$ cat config.mk
export PLATFORM = sky130hd
export DESIGN_NAME = atp_top
export DESIGN_NICKNAME = d
export VERILOG_FILES = /design/src/design/atp_pkg.sv /design/src/design/atp_top.sv
export VERILOG_INCLUDE_DIRS = /design/src /design/src/design
export SDC_FILE = /design/constraint.sdc
export NUM_CORES = 2
export LEC_CHECK = 0
export ABC_AREA = 1
export ABC_CLOCK_PERIOD_IN_PS = 87800
export BUFFER_PORTS_ARGS = -buffer_cell sky130_fd_sc_hd__clkbuf_2
export CORE_ASPECT_RATIO = 0.6
export CORE_MARGIN = 2
export CORE_UTILIZATION = 50
export DETAILED_ROUTE_END_ITERATION = 10
export GPL_ROUTABILITY_DRIVEN = 0
export PLACE_DENSITY = 0.69
export SLEW_MARGIN = 20
export SYNTH_ARGS = -nofsm -noshare
export SYNTH_HDL_FRONTEND = slang
export SYNTH_SLANG_ARGS = --single-unit
$ cat constraint.sdc
create_clock -name I_CORE_CLK -period 87.8 [get_ports I_CORE_CLK]
set_input_delay 17.56 -clock I_CORE_CLK [delete_from_list [all_inputs] [get_ports I_CORE_CLK]]
set_output_delay 17.56 -clock I_CORE_CLK [all_outputs]
set_load 0.01 [all_outputs]
$ cat src/design/atp_regs.svh
`ifndef ATP_REGS_SVH
`define ATP_REGS_SVH

// register byte offsets
`define ATP_CTRL_OFS    8'h00
`define ATP_PICK_OFS    8'h04
`define ATP_OFFS_OFS    8'h08
`define ATP_HYST_OFS    8'h0C
`define ATP_TDLY_OFS    8'h10
`define ATP_RDLY_OFS    8'h14
`define ATP_STAT_OFS    8'h18
`define ATP_PROG_OFS    8'h1C
`define ATP_ISTAT_OFS   8'h20
`define ATP_IMASK_OFS   8'h24

// control fields
`define ATP_F_OPER      2:0
`define ATP_F_MODE      5:4
`define ATP_F_BLK       9:8
`define ATP_OPER_EN     3'h1
`define ATP_OPER_DIS    3'h5
`define ATP_MODE_OVER   2'h1
`define ATP_MODE_UNDER  2'h2

// reset values (values in hundredths)
`define ATP_RST_CTRL    32'h0000_0011
`define ATP_RST_HYST    14'h000A
`define ATP_PCT_FULL    14'h2710

// interrupt bits
`define ATP_IRQ_PICKUP  0
`define ATP_IRQ_TRIP    1

// time base
`define ATP_MS_NS       1000000
`define ATP_CLK_NS      25

`endif

$ cat src/design/atp_pkg.sv
package atp_pkg;

    typedef enum logic [1:0] {
        ATP_BLK_FREEZE,
        ATP_BLK_ALL,
        ATP_BLK_TRIP
    } atp_blk_mode_t;

    typedef enum logic [1:0] {
        ATP_ST_IDLE,
        ATP_ST_TIMING,
        ATP_ST_RESETTING,
        ATP_ST_TRIPPED
    } atp_state_t;

    typedef struct packed {
        logic        pickup;
        logic        trip;
    } atp_out_t;

endpackage : atp_pkg

$ cat src/design/atp_top.sv
// The address map and the APB register port were decided locally.
`timescale 1ns/1ps
`default_nettype none
`include "atp_regs.svh"

module atp_top
    import atp_pkg::*;
#(
    parameter logic [15:0] P_MS_CYCLES = 16'(`ATP_MS_NS / `ATP_CLK_NS)
) (
    // clock and reset
    input  wire logic        I_CORE_CLK,
    input  wire logic        I_RST,
    // apb slave
    input  wire logic        I_PSEL,
    input  wire logic        I_PENABLE,
    input  wire logic        I_PWRITE,
    input  wire logic [7:0]  I_PADDR,
    input  wire logic [31:0] I_PWDATA,
    output logic      [31:0] O_PRDATA,
    output logic             O_PREADY,
    output logic             O_PSLVERR,
    // measurement and control inputs
    input  wire logic [31:0] I_ANALOG_INPUT_VALUE,
    input  wire logic        I_BLOCK,
    input  wire logic        I_THRESHOLD_OFFSET_ENABLE,
    // protection outputs
    output logic             O_PICKUP,
    output logic             O_TRIP,
    output logic             O_IRQ
);

    function automatic logic signed [33:0] sx34(input logic [31:0] v);
        sx34 = signed'({{2{v[31]}}, v});
    endfunction : sx34
    // ---------------- pin synchronisers ----------------
    logic [2:0] blk_sy_reg, blk_sy_next;
    logic [2:0] ofs_sy_reg, ofs_sy_next;
    logic       blk_q_reg,  blk_q_next;
    logic       ofs_q_reg,  ofs_q_next;
    always_comb begin
        blk_sy_next = {blk_sy_reg[1:0], I_BLOCK};
        ofs_sy_next = {ofs_sy_reg[1:0], I_THRESHOLD_OFFSET_ENABLE};
        // a change counts only once stages two and three agree
        blk_q_next  = (blk_sy_reg[1] == blk_sy_reg[2]) ? blk_sy_reg[2] : blk_q_reg;
        ofs_q_next  = (ofs_sy_reg[1] == ofs_sy_reg[2]) ? ofs_sy_reg[2] : ofs_q_reg;
    end
    always_ff @(posedge I_CORE_CLK) begin
        if (I_RST) begin
            blk_sy_reg <= 3'h0;
            ofs_sy_reg <= 3'h0;
            blk_q_reg  <= 1'b0;
            ofs_q_reg  <= 1'b0;
        end else begin
            blk_sy_reg <= blk_sy_next;
            ofs_sy_reg <= ofs_sy_next;
            blk_q_reg  <= blk_q_next;
            ofs_q_reg  <= ofs_q_next;
        end
    end
    // ---------------- register file ----------------
    logic [31:0] ctrl_reg,  ctrl_next;
    logic [31:0] pick_reg,  pick_next;
    logic [31:0] offs_reg,  offs_next;
    logic [13:0] hyst_reg,  hyst_next;
    logic [17:0] tdly_reg,  tdly_next;
    logic [15:0] rdly_reg,  rdly_next;
    logic [1:0]  istat_reg, istat_next;
    logic [1:0]  imask_reg, imask_next;
    logic [31:0] prdata_reg, prdata_next;
    logic        pready_reg, pready_next;
    logic        pslverr_reg, pslverr_next;
    logic        irq_reg, irq_next;
    logic        acc, wr, hit;
    logic [1:0]  ev;
    logic [13:0] prog_reg;
    atp_state_t  state_reg;
    atp_out_t    out_reg;
    logic        cmp_reg;
    assign acc = I_PSEL && I_PENABLE && pready_reg;
    assign wr  = acc && I_PWRITE;
    always_comb begin
        ctrl_next    = ctrl_reg;
        pick_next    = pick_reg;
        offs_next    = offs_reg;
        hyst_next    = hyst_reg;
        tdly_next    = tdly_reg;
        rdly_next    = rdly_reg;
        imask_next   = imask_reg;
        istat_next   = istat_reg;
        prdata_next  = prdata_reg;
        hit          = 1'b1;
        // one wait state: pready rises in the second access cycle
        pready_next  = I_PSEL && I_PENABLE && !pready_reg;
        case (I_PADDR)
            `ATP_CTRL_OFS:  prdata_next = ctrl_reg;
            `ATP_PICK_OFS:  prdata_next = pick_reg;
            `ATP_OFFS_OFS:  prdata_next = offs_reg;
            `ATP_HYST_OFS:  prdata_next = {18'h0, hyst_reg};
            `ATP_TDLY_OFS:  prdata_next = {14'h0, tdly_reg};
            `ATP_RDLY_OFS:  prdata_next = {16'h0, rdly_reg};
            `ATP_STAT_OFS:  prdata_next = {27'h0, blk_q_reg, cmp_reg, state_reg == ATP_ST_RESETTING,
                                           out_reg.trip, out_reg.pickup};
            `ATP_PROG_OFS:  prdata_next = {18'h0, prog_reg};
            `ATP_ISTAT_OFS: prdata_next = {30'h0, istat_reg};
            `ATP_IMASK_OFS: prdata_next = {30'h0, imask_reg};
            default: begin
                prdata_next = 32'h0;
                hit         = 1'b0;
            end
        endcase
        pslverr_next = pready_next && !hit;
        if (!pready_next || I_PWRITE) begin
            prdata_next = 32'h0;
        end
        if (wr) begin
            case (I_PADDR)
                `ATP_CTRL_OFS:  ctrl_next  = I_PWDATA;
                `ATP_PICK_OFS:  pick_next  = I_PWDATA;
                `ATP_OFFS_OFS:  offs_next  = I_PWDATA;
                `ATP_HYST_OFS:  hyst_next  = I_PWDATA[13:0];
                `ATP_TDLY_OFS:  tdly_next  = I_PWDATA[17:0];
                `ATP_RDLY_OFS:  rdly_next  = I_PWDATA[15:0];
                `ATP_ISTAT_OFS: istat_next = istat_reg & ~I_PWDATA[1:0];
                `ATP_IMASK_OFS: imask_next = I_PWDATA[1:0];
                default:        ;
            endcase
        end
        // a new event wins over a write-one clear in the same cycle
        istat_next = istat_next | ev;
        irq_next   = |(istat_next & imask_next);
    end
    always_ff @(posedge I_CORE_CLK) begin
        if (I_RST) begin
            ctrl_reg    <= `ATP_RST_CTRL;
            pick_reg    <= 32'h0;
            offs_reg    <= 32'h0;
            hyst_reg    <= `ATP_RST_HYST;
            tdly_reg    <= 18'h0;
            rdly_reg    <= 16'h0;
            istat_reg   <= 2'h0;
            imask_reg   <= 2'h0;
            prdata_reg  <= 32'h0;
            pready_reg  <= 1'b0;
            pslverr_reg <= 1'b0;
            irq_reg     <= 1'b0;
        end else begin
            ctrl_reg    <= ctrl_next;
            pick_reg    <= pick_next;
            offs_reg    <= offs_next;
            hyst_reg    <= hyst_next;
            tdly_reg    <= tdly_next;
            rdly_reg    <= rdly_next;
            istat_reg   <= istat_next;
            imask_reg   <= imask_next;
            prdata_reg  <= prdata_next;
            pready_reg  <= pready_next;
            pslverr_reg <= pslverr_next;
            irq_reg     <= irq_next;
        end
    end
    // ---------------- comparator and timers ----------------
    logic                en, frz, ball, btrip, tick, under, cmp_next;
    logic signed [33:0]  val, th, hy;
    logic [15:0]         tick_reg, tick_next;
    logic [17:0]         op_reg, op_next;
    logic [15:0]         rs_reg, rs_next;
    logic [13:0]         prog_next;
    logic [31:0]         prod;
    atp_state_t          state_next;
    atp_out_t            out_next;
    assign en    = ctrl_reg[`ATP_F_OPER] == `ATP_OPER_EN;
    assign frz   = blk_q_reg && ctrl_reg[`ATP_F_BLK] == ATP_BLK_FREEZE;
    assign ball  = blk_q_reg && ctrl_reg[`ATP_F_BLK] == ATP_BLK_ALL;
    assign btrip = blk_q_reg && ctrl_reg[`ATP_F_BLK] == ATP_BLK_TRIP;
    assign under = ctrl_reg[`ATP_F_MODE] == `ATP_MODE_UNDER;
    assign val   = sx34(I_ANALOG_INPUT_VALUE);
    assign th    = sx34(pick_reg) + (ofs_q_reg ? sx34(offs_reg) : 34'sh0);
    assign hy    = signed'({20'h0, hyst_reg});
    assign tick  = tick_reg == P_MS_CYCLES - 16'h1;
    assign prod  = {14'h0, op_reg} * 32'd10000;
    always_comb begin
        tick_next  = tick ? 16'h0 : tick_reg + 16'h1;
        state_next = state_reg;
        op_next    = op_reg;
        rs_next    = rs_reg;
        // hysteresis: once set, hold until the input leaves the band
        if (under) begin
            cmp_next = cmp_reg ? !(val > th + hy) : (val < th);
        end else begin
            cmp_next = cmp_reg ? !(val < th - hy) : (val > th);
        end
        if (!en || ball) begin
            cmp_next   = 1'b0;
            state_next = ATP_ST_IDLE;
            op_next    = 18'h0;
            rs_next    = 16'h0;
        end else begin
            case (state_reg)
                ATP_ST_IDLE: begin
                    if (cmp_reg) begin
                        state_next = ATP_ST_TIMING;
                        op_next    = 18'h0;
                    end
                end
                ATP_ST_TIMING: begin
                    if (!cmp_reg) begin
                        state_next = ATP_ST_RESETTING;
                        rs_next    = 16'h0;
                    end else if (frz) begin
                        op_next = op_reg;
                    end else if (op_reg >= tdly_reg) begin
                        state_next = ATP_ST_TRIPPED;
                    end else if (tick) begin
                        op_next = op_reg + 18'h1;
                    end
                end
                ATP_ST_RESETTING: begin
                    if (cmp_reg) begin
                        state_next = ATP_ST_TIMING;
                    end else if (frz) begin
                        rs_next = rs_reg;
                    end else if (rs_reg >= rdly_reg) begin
                        state_next = ATP_ST_IDLE;
                        op_next    = 18'h0;
                    end else if (tick) begin
                        rs_next = rs_reg + 16'h1;
                    end
                end
                ATP_ST_TRIPPED: begin
                    // a frozen trip is not released by blocking
                    if (!cmp_reg && !frz) begin
                        state_next = ATP_ST_IDLE;
                        op_next    = 18'h0;
                    end
                end
                default: state_next = ATP_ST_IDLE;
            endcase
        end
        out_next.pickup = state_next != ATP_ST_IDLE;
        out_next.trip   = state_next == ATP_ST_TRIPPED && !btrip;
        ev[`ATP_IRQ_PICKUP] = out_next.pickup && !out_reg.pickup;
        ev[`ATP_IRQ_TRIP]   = out_next.trip && !out_reg.trip;
        // divider is costly but only progress reads it
        if (tdly_reg == 18'h0) begin
            prog_next = (state_reg == ATP_ST_TRIPPED) ? `ATP_PCT_FULL : 14'h0;
        end else begin
            prog_next = 14'(prod / {14'h0, tdly_reg});
        end
    end
    always_ff @(posedge I_CORE_CLK) begin
        if (I_RST) begin
            tick_reg  <= 16'h0;
            cmp_reg   <= 1'b0;
            state_reg <= ATP_ST_IDLE;
            op_reg    <= 18'h0;
            rs_reg    <= 16'h0;
            out_reg   <= '0;
            prog_reg  <= 14'h0;
        end else begin
            tick_reg  <= tick_next;
            cmp_reg   <= cmp_next;
            state_reg <= state_next;
            op_reg    <= op_next;
            rs_reg    <= rs_next;
            out_reg   <= out_next;
            prog_reg  <= prog_next;
        end
    end
    assign O_PRDATA  = prdata_reg;
    assign O_PREADY  = pready_reg;
    assign O_PSLVERR = pslverr_reg;
    assign O_PICKUP  = out_reg.pickup;
    assign O_TRIP    = out_reg.trip;
    assign O_IRQ     = irq_reg;
endmodule : atp_top
`default_nettype wire

# Yosys cells after proc, flatten, opt, wreduce, memory -nomap -nowiden

Index checks and enable logic that the tools add are counted.

Bits in registers: 260
Output and inout bits: 37
Input port bits: 79
Logic and storage cells: 156

Multiply operators: 1
Equal/unequal tests: 32
Divide/modulo/power cells: 1
Bitwise logic cells: 4
$add $sub $neg: 6
Multiplexer cells: 38
Order comparisons: 6
Reductions and logical operators: 44

Operators with widths:

| kind                                                | count |
|---|---|
| one-hot mux 32 bit (10 select lines)                | 1 |
| 2-to-1 mux 18 bit                                   | 9 |
| 2-to-1 mux 16 bit                                   | 5 |
| one-hot mux 18 bit (4 select lines)                 | 1 |
| > comparator 32 x 34 -> 1 bit                       | 2 |
| less-than comparator 32 x 34 -> 1 bit               | 2 |
| adder 32 x 34 -> 34 bit                             | 1 |
| adder 34 x 15 -> 34 bit                             | 1 |
| 2-to-1 mux 34 bit                                   | 1 |
| subtractor 34 x 15 -> 34 bit                        | 1 |
| adder 16 x 1 -> 16 bit, second input constant       | 2 |
| divider 32 x 18 -> 32 bit                           | 1 |
| equality test 8 x 5 -> 1 bit, second input constant | 4 |
| one-hot mux 16 bit (2 select lines)                 | 1 |
| multiplier 18 x 10 -> 28 bit, second input constant | 1 |
| 2-to-1 mux 14 bit                                   | 2 |
| 2-to-1 mux 2 bit                                    | 13 |
| inequality test 2 bit, second input constant        | 11 |
| adder 18 x 1 -> 18 bit, second input constant       | 1 |
| >= comparator 18 bit                                | 1 |
| logical NOT 18 bit                                  | 1 |
| equality test 16 bit, second input constant         | 1 |
| equality test 8 x 4 -> 1 bit, second input constant | 2 |
| equality test 8 x 6 -> 1 bit, second input constant | 2 |
| other kinds (23)                                    | 65 |

# Depth between registers and ports, before layout

Depth after elaboration: 13
Mapped depth: 689
Mapped depth without buffers: 647

# Worst setup path before layout

No wires, ideal clock.

Path kind: reg2reg
Start point: reg op_reg[4]
End point: reg prog_reg[0]
Arrival time: 87.412 ns
Clock period less this slack: 87.528 ns
Path slack: 0.272 ns
Data required time: 87.683 ns
Buffers on the path: 47
Setup time: 0.117 ns
Cell stages (with the launch flop): 662
Path through: dfxtp_1 -> inv_1 -> fa_1 -> inv_1 -> ha_1 -> inv_1 -> fa_1 -> inv_1 -> ha_1 -> inv_1 -> fa_1 -> inv_1 -> ha_1 -> nand2_1 -> nand2_1 -> nand2_1 -> nand2_1 -> nand2_2 -> [626 not listed] -> o21ai_0 -> inv_1 -> nand3_1 -> nor2_2 -> nand2_2 -> nor2_4 -> nand2_4 -> inv_6 -> buf_2 -> o21ai_1 -> ha_1 -> a21oi_1 -> nor2_1 -> a211oi_1 -> o221a_2 -> nand2_1 -> nand2_1 -> a21oi_1

Longest elaborated chain between the ends: 3

RTL lines:

| element                      | line           | source |
|---|---|---|
| start, declared              | atp_top.sv:166 | `logic [17:0] op_reg, op_next;` |
| start signal, assigned       | atp_top.sv:264 | `op_reg <= op_next;` |
| multiplier 18 x 10 -> 28 bit | atp_top.sv:181 | `assign prod = {14'h0, op_reg} * 32'd10000;` |
| divider 32 x 18 -> 32 bit    | atp_top.sv:248 | `prog_next = 14'(prod / {14'h0, tdly_reg});` |
| 2-to-1 mux 14 bit            | atp_top.sv:245 | `if (tdly_reg == 18'h0) begin` |
| end signal, assigned         | atp_top.sv:267 | `prog_reg <= prog_next;` |
| end, declared                | atp_top.sv:76  | `logic [13:0] prog_reg;` |

Every way passes these cells.
A chain may end at the register's enable or synchronous reset.

# Worst setup path in the final report

Start point: reg op_reg[10]
End point: reg prog_reg[0]

The elaborated chain is that of the path after synthesis.

==> impl_metrics.yaml <==
global_routing:
  grt_start_max_net_pins: 87
  grtUsageTotal: 0.319
  grt_first_pass_wirelength_um: 233000
  grt_remaining_overflow: 0
  number_of_antenna_violations_at_the_first_check_in_global_routing: 6
  grt_pass1_vias: 41000
yosys:
  async_flop_share: 0
  mappedNetlistNets: 7693
  synth_seq_cells: 260
  synth_area_mm2: 0.0443
  netlist-cell-type-count: 87
  share_of_the_yosys_chip_area_belonging_to_registers: 0.118
  dominantRegCellSynth: "sky130_fd_sc_hd__dfxtp_1"
  syn_inst: 6858
  yosys_warnings: 0
  synth_area_per_cell_um2: 6.46
  synth_enable_flop_cells: 0
timing:
  final-setup-viol-count: 0
  max_slew_margin: 0.284
  timing_worst_slew_pin_value_ns: 1.07
  timing.final.hold_violations: 0
  timing_max_transition_violations_final: 0
  clock.fmax_ghz: 0.0121
  fin_skew_ns: 0.0274
  finalCritPeriodShare: 0.942
  hold_ws_ns: 0.402
  period_needed_ns: 82.73
finish:
  layout_common_cells: "sky130_fd_sc_hd__nand2_1, sky130_fd_sc_hd__inv_1, sky130_fd_sc_hd__ha_1, sky130_fd_sc_hd__nor2_1, sky130_fd_sc_hd__a21oi_1"
  antenna_cells_inserted: 0
  num-fill-cells: 8351
  layout-drive-gt1-share: 0.147
  multiInputGateArea_mm2: 0.0355
  finish.net_count: 8010
  mostFrequentLayoutCell: "sky130_fd_sc_hd__nand2_1"
  areaGrowthSynthToFinish_pct: 13.1
  final-seq-area_mm2: 0.00524
floorplanning:
  core_area_mm2: 0.0877
  ios: 116
  die_height_um: 235
  placementRows: 84
  die_w_um: 388
  overall_die_area_mm2: 0.0910
  start_util: 0.505
worst_setup_path:
  crit_slowest_cell: "sky130_fd_sc_hd__fa_1"
  timing.rr.start: "op_reg[10]"
  path_class: "reg2reg"
  critical_path.startpoint_type: "register"
  critical_path_required_ns: 88.27
  cp-end-kind: "register"
  slowest_delay_ns: 0.56
  path_common_cell: "sky130_fd_sc_hd__nand2_1"
  largest_fanout_on_the_critical_path: 21
  worst_ep_arrival_time_ns: 83.20
  critical_path.startpoint: "op_reg[10]"
  crit-reg2reg-capture: "prog_reg[0]"
  rr_worst_depth: 614
  regToRegSetupSlack_ns: 5.07
detailed_routing:
  num_vias: 47900
  detailedRoute.firstPassIterationCount: 8
  routedWlPerCell_um: 18.6
  drt-initial-drc-count: 6032
  drt-total-wl_um: 156000
  detail_route.vias_per_cell: 5.73
  count_of_antenna_violating_nets_left_after_detailed_routing: 0
  route.detailed.drc: 0
hold_path:
  min_from: "ofs_sy_reg[0]"
  worst_hold_path.num_cells: 2
  worstHoldEndpoint: "ofs_sy_reg[1]"
  min-delay-path-class: "reg2reg"
clock_network:
  cts-hold-fix-buffers: 0
  number_of_cts_inserted_buffers: 28
  cts.sinks: 260
  tritoncts: "done"
  maximum_root_to_sink_buffer_count: 3
  ctsHtreeMaxLevel: 1
  clk_pin_slew_worst_paths_ns: 0.07
  clock_root_buffer: "sky130_fd_sc_hd__clkbuf_16"
  clk_latency_ns: 0.61
place:
  detailed_place_hpwl_um: 120000
  count_of_port_buffers_added_during_placement: 115
outcome:
  result_of_the_run: "finished, final reports clean"
run:
  drv.max_cap_violation_count: 0
==> metrics by stage <==
stage | instances | setup WS, ns | util | area [µm²] | setup TNS, ns
global route | 8358 | -1.74 | 0.571 | 50100 | -2.30
global placement | 8174 | 0.257 | 0.535 | 46900 | 0
floorplan | 6858 | 0.272 | - | 44300 | 0
finish | 8358 | 5.07 | 0.571 | 50100 | 0
detailed placement | 8174 | -3.20 | 0.535 | 46900 | -5.32
CTS | 8234 | 0.115 | 0.548 | 48100 | 0
==> cell type report <==
| type | instances | area share |
|---|---|---|
| multi-input combinational | 5411 | 0.708 |
| sequential | 260 | 0.105 |
| inverter | 1061 | 0.0817 |
| timing repair buffer | 409 | 0.0558 |
| tap | 1161 | 0.0290 |
| clock buffer | 35 | 0.0157 |
| clock inverter | 17 | 0.00452 |
| timing repair inverter | 4 | 0.000550 |
==> worst max-delay path: cells and delay by family (launching register included) <==
kind	cells	cell delay [ns]
flip-flops	1	0.41
adder cells (fa/ha/maj)	38	11.88
AO/OA/AOI/OAI	229	35.90
buffers and inverters	114	9.56
XOR/XNOR	2	0.27
AND/OR/NAND/NOR	231	24.48
==> cell families (layout without fill, tap and decap cells) <==
family / Yosys count / count (layout) / synth area share
and+or+nand+nor: 2774 / 2784 / 0.286
AOI/OAI and AO/OA: 1440 / 1440 / 0.183
buffers and inverters: 1197 / 1526 / 0.107
adders and majority gates: 756 / 756 / 0.221
xor gates and xnor gates: 431 / 431 / 0.0856
DFF: 260 / 260 / 0.118
==> Yosys cell counts, types with 9 or more instances <==
cell type / number / area, µm²
sky130_fd_sc_hd__a211oi_1: 23 / 173
sky130_fd_sc_hd__a21oi_1: 553 / 2770
sky130_fd_sc_hd__nand2_2: 98 / 613
sky130_fd_sc_hd__o21ai_2: 9 / 78.8
sky130_fd_sc_hd__nand2_4: 22 / 248
sky130_fd_sc_hd__dfxtp_1: 260 / 5200
sky130_fd_sc_hd__xnor2_1: 143 / 1250
sky130_fd_sc_hd__ha_1: 711 / 8900
sky130_fd_sc_hd__nor3_1: 68 / 340
sky130_fd_sc_hd__nor2_4: 18 / 203
sky130_fd_sc_hd__clkinv_1: 14 / 52.6
sky130_fd_sc_hd__xor2_1: 286 / 2500
sky130_fd_sc_hd__nor2_1: 591 / 2220
sky130_fd_sc_hd__nand3_1: 276 / 1380
sky130_fd_sc_hd__nand4_1: 128 / 801
sky130_fd_sc_hd__a21boi_0: 11 / 82.6
sky130_fd_sc_hd__o21ai_0: 524 / 2620
sky130_fd_sc_hd__clkbuf_1: 105 / 394
sky130_fd_sc_hd__o21bai_1: 57 / 428
sky130_fd_sc_hd__nand3_2: 35 / 350
sky130_fd_sc_hd__a21o_1: 45 / 338
sky130_fd_sc_hd__o221ai_1: 9 / 78.8
sky130_fd_sc_hd__inv_1: 1003 / 3760
sky130_fd_sc_hd__a221oi_1: 22 / 193
sky130_fd_sc_hd__nor2_2: 26 / 163
sky130_fd_sc_hd__nand2_1: 1361 / 5110
sky130_fd_sc_hd__o21ai_1: 35 / 175
sky130_fd_sc_hd__o211ai_1: 21 / 158
sky130_fd_sc_hd__buf_6: 12 / 135
sky130_fd_sc_hd__fa_1: 45 / 901
sky130_fd_sc_hd__a31oi_1: 36 / 225
sky130_fd_sc_hd__inv_2: 36 / 135
sky130_fd_sc_hd__nor4_1: 26 / 163
sky130_fd_sc_hd__or2_2: 50 / 313
sky130_fd_sc_hd__nand3_4: 11 / 193
sky130_fd_sc_hd__o31ai_1: 27 / 203
sky130_fd_sc_hd__nand3b_1: 19 / 143
sky130_fd_sc_hd__o22ai_1: 17 / 106
sky130_fd_sc_hd__o21a_1: 10 / 75.1
==> what timing repair did <==
action                                  4_1_cts  5_1_grt
resized for setup                            38      327
pin swaps                                     3      104
buffers inserted                              5      111
cloned                                        3       13
endpoints found under the setup margin        2        5
==> per-layer routing <==
metal / part of all wire / track usage / vias to the layer above
met3: 0.14 / 0.0925 / 245
met5: 0.00037 / 0 / -
met1: 0.48 / 0.500 / 21700
met4: 0.020 / 0.0507 / 10
met2: 0.37 / 0.421 / 2522
li1: - / - / 23400
==> worst max path at each step <==
| stage | slack (ns) | depth (start not counted) | end |
|---|---|---|---|
| after CTS | 0.12 | 637 | prog_reg[0] |
| after global routing | -1.74 | 637 | prog_reg[0] |
| after detailed placement | -3.20 | 629 | prog_reg[0] |
| final | 5.07 | 614 | prog_reg[0] |
| after global placement | 0.26 | 616 | prog_reg[0] |
| after floorplan | 0.27 | 661 | prog_reg[0] |
Power is left out: the tool's default activity adds up to more than one toggle a clock period on the data nets, which glitch-free logic cannot reach.
